===== src/common/msc_pkg.sv =====
// constants, state codes and register map of the miscellaneous block
// assumes one clock, sys_clk at 25 MHz, and an active-low async reset
//
// How it works
// - reset clears every register to its reset state
// - reset forces mode bit 0 low, so the block sits in stop mode
// - a sense input high for 160 ns sets its sense bit
// - sense bits stay set until software clears them by a write
// - enable output 0 follows enable bit 0, bit two of user pins
// - enable output 1 follows enable bit 1, placed at bit three
// - chain ready released only with chain mode set and delimiter seen
// - all logic samples and drives on the one byte clock
package msc_pkg;

	// ********************************
	// bus and field layout
	// ********************************
	localparam int DATA_W   = 8;
	localparam int ADDR_W   = 4;
	localparam int SENSE_W  = 2;
	localparam int INT_W    = 4;
	localparam int CNT_W    = 3;

	localparam logic [ADDR_W-1:0] OFF_UPR      = 4'h0;
	localparam logic [ADDR_W-1:0] OFF_MODE     = 4'h1;
	localparam logic [ADDR_W-1:0] OFF_INT_STAT = 4'h2;
	localparam logic [ADDR_W-1:0] OFF_INT_CLR  = 4'h3;
	localparam logic [ADDR_W-1:0] OFF_INT_EN   = 4'h4;

	localparam int UPR_SENSE0  = 0;
	localparam int UPR_SENSE1  = 1;
	localparam int UPR_EN0     = 2;
	localparam int UPR_EN1     = 3;
	localparam int MODE_RUN    = 0;
	localparam int MODE_CHAIN  = 1;
	localparam int MODE_READY  = 2;
	localparam int MODE_LINE   = 7;

	localparam int INT_SENSE0  = 0;
	localparam int INT_SENSE1  = 1;
	localparam int INT_CRREL   = 2;
	localparam int INT_CSTART  = 3;

	// ********************************
	// timing
	// ********************************
	localparam int CLK_PERIOD_NS = 40;
	localparam int SENSE_MIN_NS  = 160;
	localparam int RST_MIN_NS    = 160;
	localparam int RST_WAIT_NS   = 960;
	localparam int SENSE_CYC     =
		(SENSE_MIN_NS + CLK_PERIOD_NS - 1) / CLK_PERIOD_NS;
	localparam int RST_MIN_CYC   =
		(RST_MIN_NS + CLK_PERIOD_NS - 1) / CLK_PERIOD_NS;
	localparam int RST_WAIT_CYC  =
		(RST_WAIT_NS + CLK_PERIOD_NS - 1) / CLK_PERIOD_NS;
	localparam logic [CNT_W-1:0] SENSE_LAST = CNT_W'(SENSE_CYC - 1);
	localparam logic [CNT_W-1:0] SENSE_FULL = CNT_W'(SENSE_CYC);

	// ********************************
	// chain handshake states
	// ********************************
	typedef enum logic [2:0] {
		CH_OFF   = 3'b001,
		CH_WAIT  = 3'b010,
		CH_READY = 3'b100
	} msc_chain_e;

endpackage : msc_pkg


===== src/common/msc_sense_if.sv =====
// carrier between the sense filter and the core of the block
// assumes both ends run on the same clock
`timescale 1ns/1ns
interface msc_sense_if;
	import msc_pkg::*;
	logic [SENSE_W-1:0] raw;
	logic [SENSE_W-1:0] hit;
	modport filt (input raw, output hit);
	modport core (output raw, input hit);
endinterface : msc_sense_if


===== src/design/msc_misc_top.sv =====
// user pins, mode bits, chain handshake and interrupt of the block
// assumes a single-cycle register port driven on sys_clk
//
// Chosen here: strobed register access and the register offsets.
`timescale 1ns/1ns
module msc_misc_top
	import msc_pkg::*;
(
	input  wire logic              sys_clk,
	input  wire logic              rst_n,
	input  wire logic [ADDR_W-1:0] regAddr,
	input  wire logic [DATA_W-1:0] wrData,
	input  wire logic              wrEn,
	input  wire logic              rdEn,
	output logic      [DATA_W-1:0] rdData,
	input  wire logic [SENSE_W-1:0] senseIn,
	output logic                   enableOut0,
	output logic                   enableOut1,
	output logic                   runMode,
	output logic                   chainMode,
	input  wire logic              startDelim,
	input  wire logic              chainStart,
	input  wire logic              crIn,
	output logic                   crOut,
	output logic                   crOe,
	output logic                   irq
);

	// ********************************
	// state
	// ********************************
	typedef struct packed {
		logic [SENSE_W-1:0] sense;
		logic               en0;
		logic               en1;
		logic               run;
		logic               chain;
		msc_chain_e         chainSt;
		logic [INT_W-1:0]   intStat;
		logic [INT_W-1:0]   intEn;
		logic               irq;
		logic [DATA_W-1:0]  rdData;
		logic               csS1;
		logic               csS2;
		logic               csPrev;
		logic               crS1;
		logic               crS2;
		logic               crOe;
		logic               crOut;
	} msc_core_s;

	localparam msc_core_s CORE_RST = '{
		sense:   '0,
		en0:     1'b0,
		en1:     1'b0,
		run:     1'b0,
		chain:   1'b0,
		chainSt: CH_OFF,
		intStat: '0,
		intEn:   '0,
		irq:     1'b0,
		rdData:  '0,
		csS1:    1'b0,
		csS2:    1'b0,
		csPrev:  1'b0,
		crS1:    1'b0,
		crS2:    1'b0,
		crOe:    1'b1,
		crOut:   1'b0
	};

	msc_core_s          st_reg;
	msc_core_s          st_next;
	logic [INT_W-1:0]   events;
	logic [INT_W-1:0]   intClr;
	logic               updUpr;
	logic               updMode;

	msc_sense_if sif ();

	assign sif.raw = senseIn;

	msc_sense_filter uFilt (
		.sys_clk (sys_clk),
		.rst_n   (rst_n),
		.sif     (sif)
	);

	// ********************************
	// address decode
	// ********************************
	function automatic logic isReg(
		input logic [ADDR_W-1:0] a,
		input logic [ADDR_W-1:0] off
	);
		isReg = (a == off);
	endfunction : isReg

	assign updUpr  = wrEn && isReg(regAddr, OFF_UPR);
	assign updMode = wrEn && isReg(regAddr, OFF_MODE);

	// ********************************
	// next state
	// ********************************
	always_comb begin
		st_next = st_reg;
		events  = '0;
		intClr  = '0;

		// chain start and line level are pins: two flops first
		st_next.csS1   = chainStart;
		st_next.csS2   = st_reg.csS1;
		st_next.csPrev = st_reg.csS2;
		st_next.crS1   = crIn;
		st_next.crS2   = st_reg.crS1;

		if (updUpr) begin
			st_next.sense = st_reg.sense & ~wrData[SENSE_W-1:0];
			st_next.en0 = wrData[UPR_EN0];
			st_next.en1 = wrData[UPR_EN1];
		end
		st_next.sense = st_next.sense | sif.hit;

		if (updMode) begin
			st_next.run   = wrData[MODE_RUN];
			st_next.chain = wrData[MODE_CHAIN];
		end

		case (st_reg.chainSt)
			CH_OFF: begin
				if (st_next.chain) begin
					st_next.chainSt = CH_WAIT;
				end
			end
			CH_WAIT: begin
				if (!st_next.chain) begin
					st_next.chainSt = CH_OFF;
				end else if (startDelim) begin
					st_next.chainSt = CH_READY;
				end
			end
			CH_READY: begin
				if (!st_next.chain) begin
					st_next.chainSt = CH_OFF;
				end
			end
			default: begin
				st_next.chainSt = CH_OFF;
			end
		endcase
		st_next.crOe  = (st_next.chainSt != CH_READY);
		st_next.crOut = 1'b0;

		// events set sticky status; set beats a clear in one cycle
		events[INT_SENSE0] = sif.hit[UPR_SENSE0];
		events[INT_SENSE1] = sif.hit[UPR_SENSE1];
		events[INT_CRREL]  = (st_reg.chainSt == CH_WAIT) &&
			(st_next.chainSt == CH_READY);
		events[INT_CSTART] = st_reg.csS2 && !st_reg.csPrev;
		if (wrEn && isReg(regAddr, OFF_INT_CLR)) begin
			intClr = wrData[INT_W-1:0];
		end
		st_next.intStat = (st_reg.intStat & ~intClr) | events;
		if (wrEn && isReg(regAddr, OFF_INT_EN)) begin
			st_next.intEn = wrData[INT_W-1:0];
		end
		st_next.irq = |(st_next.intStat & st_next.intEn);

		// read data valid only in the cycle after the strobe
		st_next.rdData = '0;
		if (rdEn) begin
			case (regAddr)
				OFF_UPR: begin
					st_next.rdData[SENSE_W-1:0] = st_reg.sense;
					st_next.rdData[UPR_EN0]     = st_reg.en0;
					st_next.rdData[UPR_EN1]     = st_reg.en1;
				end
				OFF_MODE: begin
					st_next.rdData[MODE_RUN]   = st_reg.run;
					st_next.rdData[MODE_CHAIN] = st_reg.chain;
					st_next.rdData[MODE_READY] =
						(st_reg.chainSt == CH_READY);
					st_next.rdData[MODE_LINE]  = st_reg.crS2;
				end
				OFF_INT_STAT: begin
					st_next.rdData[INT_W-1:0] = st_reg.intStat;
				end
				OFF_INT_EN: begin
					st_next.rdData[INT_W-1:0] = st_reg.intEn;
				end
				default: begin
					st_next.rdData = '0;
				end
			endcase
		end
	end

	// ********************************
	// registers
	// ********************************
	// one clock, reset loads CORE_RST
	always_ff @(posedge sys_clk or negedge rst_n) begin
		if (!rst_n) begin
			st_reg <= CORE_RST;
		end else begin
			st_reg <= st_next;
		end
	end

	assign rdData     = st_reg.rdData;
	assign enableOut0 = st_reg.en0;
	assign enableOut1 = st_reg.en1;
	assign runMode    = st_reg.run;
	assign chainMode  = st_reg.chain;
	assign crOut      = st_reg.crOut;
	assign crOe       = st_reg.crOe;
	assign irq        = st_reg.irq;
endmodule : msc_misc_top


===== src/design/msc_sense_filter.sv =====
// two-stage synchroniser and width filter for the sense inputs
// assumes raw pins are asynchronous to sys_clk
`timescale 1ns/1ns
module msc_sense_filter
	import msc_pkg::*;
(
	input  wire logic  sys_clk,
	input  wire logic  rst_n,
	msc_sense_if.filt  sif
);

	typedef struct packed {
		logic [SENSE_W-1:0]            s1;
		logic [SENSE_W-1:0]            s2;
		logic [SENSE_W-1:0][CNT_W-1:0] cnt;
		logic [SENSE_W-1:0]            hit;
	} msc_filt_s;

	msc_filt_s st_reg;
	msc_filt_s st_next;

	always_comb begin
		st_next = st_reg;
		st_next.s1 = sif.raw;
		st_next.s2 = st_reg.s1;
		for (int i = 0; i < SENSE_W; i++) begin
			st_next.hit[i] = 1'b0;
			if (st_reg.s2[i]) begin
				if (st_reg.cnt[i] == SENSE_LAST) begin
					st_next.hit[i] = 1'b1;
				end
				if (st_reg.cnt[i] != SENSE_FULL) begin
					st_next.cnt[i] = st_reg.cnt[i] + CNT_W'(1);
				end
			end else begin
				st_next.cnt[i] = '0;
			end
		end
	end

	always_ff @(posedge sys_clk or negedge rst_n) begin
		if (!rst_n) begin
			st_reg <= '0;
		end else begin
			st_reg <= st_next;
		end
	end

	assign sif.hit = st_reg.hit;

	for (genvar g = 0; g < SENSE_W; g++) begin : gChk

	end
endmodule : msc_sense_filter


===== config.mk =====
export PLATFORM = sky130hd
export DESIGN_NAME = msc_misc_top
export DESIGN_NICKNAME = d
export VERILOG_FILES = /design/src/common/msc_pkg.sv /design/src/common/msc_sense_if.sv /design/src/design/msc_misc_top.sv /design/src/design/msc_sense_filter.sv
export SDC_FILE = /design/constraint.sdc
export NUM_CORES = 1
export LEC_CHECK = 0
export ABC_AREA = 0
export BUFFER_PORTS_ARGS = -buffer_cell sky130_fd_sc_hd__clkbuf_2
export CORE_MARGIN = 2
export CORE_UTILIZATION = 54
export DETAILED_ROUTE_END_ITERATION = 16
export GPL_ROUTABILITY_DRIVEN = 0
export PLACE_DENSITY = 0.87
export SYNTH_ARGS = -nofsm -noshare
export SYNTH_HDL_FRONTEND = slang
export SYNTH_HIERARCHICAL = 1
export SYNTH_SLANG_ARGS = --single-unit

===== constraint.sdc =====
create_clock -name sys_clk -period 1.55 [get_ports sys_clk]
set_input_delay 0.31 -clock sys_clk [delete_from_list [all_inputs] [get_ports sys_clk]]
set_output_delay 0.31 -clock sys_clk [all_outputs]
set_load 0.05 [all_outputs]

==> flow_summary.ini <==
[logic_synthesis]
ys_warn_count = 6
synth_flop_cell = dfrtp_1
synthCells = 155
yosysSeqAreaShare_pct = 56.15
synth-edff-count = 0
synth_cell_type_count = 46
postSynthAreaPerCell_um2 = 11.82
ys_seq_elements = 41
netlist_area_mm2 = 0.001832
synthArstFlopShare_pct = 100.0

[critical_path]
rr_endpoint = irq
crit_family = flip-flops
r2r-start = st_reg[20]
crit_buf_inv = 1
crit_path_top_delay_cell = dfstp_2
crit_type = reg2out
cp_slowest_stage_delay_ns = 0.54
cp-end-kind = output pin
rr_worst_depth = 3
critPathMaxFanout = 1
crit_required_ns = 1.24
r2r_slack_ns = 0.18
cp.arrival_ns = 1.14
cp-start-kind = flip-flop
worstPathCellList = clkbuf_2

[power]
power.leakage_nw = 1.022
power.density_mw_per_mm2 = 1372
internal_power_mw = 1.896
clkPwrFrac_pct = 18.6
peakVddDrop_v = 0.0006698
p_sw_mw = 1.002
seqPwrFrac_pct = 51.6
p_sw_share_pct = 34.59
power_frac_comb_pct = 29.8

[final_layout]
ff_latch_area_mm2 = 0.001028
design_area_mm2 = 0.002112
drive_above_1_share_pct = 35.90
nFillCells = 262
layout.cells.non_filler = 241
final_net_count = 221
layout_commonest_cell = dfrtp_1
largest_reg_flops = 15
antenna_cells = 0
multiInputGateArea_um2 = 689.4
final_cell_mix = dfrtp_1 (39), clkbuf_2 (27), buf_4 (14)
areaGrowthSynthToFinish_pct = 15.30

[placed_design]
place_ws_ns = -0.2101
post_dp_cell_area_mm2 = 0.002053
dp_cells = 233
portBuffers = 27
dpl.hpwl_um = 2652

[detailed_routing]
via_count = 1279
ant_nets = 0
first_iter_violations = 113
drtPass1Iterations = 4
wl_per_cell_um = 14.61
vias_per_cell = 5.307
finalWirelength_um = 3520
drc = 0

[job]
maxCapViolCount = 0

[sta]
drv_slew = 0
whs_ns = 0.005274
finClkSkew_ns = 0.005936
fmax_mhz = 691.2
finalCritPeriodShare_pct = 93.33
finalSetupViolations = 0
period_needed_ns = 1.447
hold_viol = 0
rsz0062_at_grt = false
postLayoutSetupSlackWorst_ns = 0.1033

[clock_network]
hold_buffers = 0
postCtsSetupBuffers = 0
cts_made_buffers = 5
clk_pin_slew_worst_paths_ns = 0.10
cts_htree_levels = 2
tritoncts = built
clock_latency_ns = 0.34
cts-root-buf = clkbuf_4
cts_resized = 0
cts_sinks = 41
clock_path_buffers = 2

[floorplan]
core_mm2 = 0.003284
rows = 21
io_pins = 36
die_area_mm2 = 0.003874
fp.dieH_um = 62.24
die_x_um = 62.24
start_util_pct = 55.77

[grt]
track_usage_pct = 21.08
grt_pass1_vias = 1367
antenna_found_initial = 0
grt_max_degree = 42
grt-ovfl-total = 0
grt_pass1_wl_um = 6113

[hold_path]
hold_class = in2async

[run_status]
status = completed
==> per-stage QoR <==
step | TNS [ns] | power, mW | util, %
CTS | 0 | 2.925 | 64.30
global route | 0 | 3.100 | 64.30
floorplan | 0 | 2.110 | -
detailed placement | -0.4345 | 2.376 | 62.51
finish | 0 | 2.898 | 64.30
global placement | -0.2636 | 2.271 | 62.51
==> per-layer routing <==
metal	wire [um]	part of all wire (%)	track usage [%]
met5	0	0	0
met4	133	3.8	14.17
met3	202	5.7	6.703
met2	1798	51	34.92
met1	1385	39	23.25
==> power by group through the flow <==
| stage | clock network [mW] | registers [mW] | logic, mW |
|---|---|---|---|
| after global placement | 0 | 1.48 | 0.788 |
| final | 0.538 | 1.50 | 0.864 |
| after global routing | 0.616 | 1.53 | 0.950 |
| after detailed placement | 0 | 1.51 | 0.861 |
| after floorplan | 0 | 1.60 | 0.510 |
| after CTS | 0.563 | 1.49 | 0.870 |
==> final cells by class <==
type                            count  share of cell area [%]
Multi-Input combinational cell     95                   32.64
Tap cell                           46                   2.725
Sequential cell                    41                   48.70
Inverter                           10                   1.777
Timing Repair Buffer               41                   11.37
Clock buffer                        8                   2.784
==> worst max-delay path by stage <==
stage | from | depth (start not counted) | slack, ns | end
detailed placement | regAddr[3] | 6 | -0.21 | irq
global placement | regAddr[3] | 6 | -0.16 | irq
floorplan | regAddr[3] | 5 | 0.07 | irq
finish | crOe | 1 | 0.10 | crOe
global route | crOe | 1 | 0.04 | crOe
CTS | crOe | 1 | 0.08 | crOe
==> cells by family (layout without fill, tap and decap cells) <==
group / after synthesis / after routing / share of synthesized area [%]
other: 1 / 4 / 0.2047
and+or+nand+nor: 45 / 45 / 14.69
buffers and inverters: 22 / 59 / 6.831
DFF: 41 / 41 / 56.15
muxes: 11 / 11 / 6.694
xor gates and xnor gates: 1 / 1 / 0.4782
adders and majority gates: 7 / 7 / 4.645
AOI/OAI and AO/OA: 27 / 27 / 10.31
==> synthesized netlist by cell type, types with 2 or more instances <==
cell type  instances  area share, %
dfstp_2            2            2.9
dfrtp_1           39             53
and2_1             4            1.4
mux2_2            10            6.1
nor3_1             3           0.82
o21ai_0            2           0.55
ha_1               6            4.1
a21oi_1            5            1.4
a21o_1             3            1.2
o21ai_1            3           0.82
a21boi_1           2           0.82
buf_4             11            4.5
nand3_1            3           0.82
a22oi_1            3            1.2
inv_1             10            2.0
nand4_1            4            1.4
nand3b_1           2           0.82
nand2b_1           2           0.68
nor2_1             4           0.82
o21ai_2            2           0.96
nand2_1           10            2.0
Note: power is estimated with default switching activity, not from simulation.
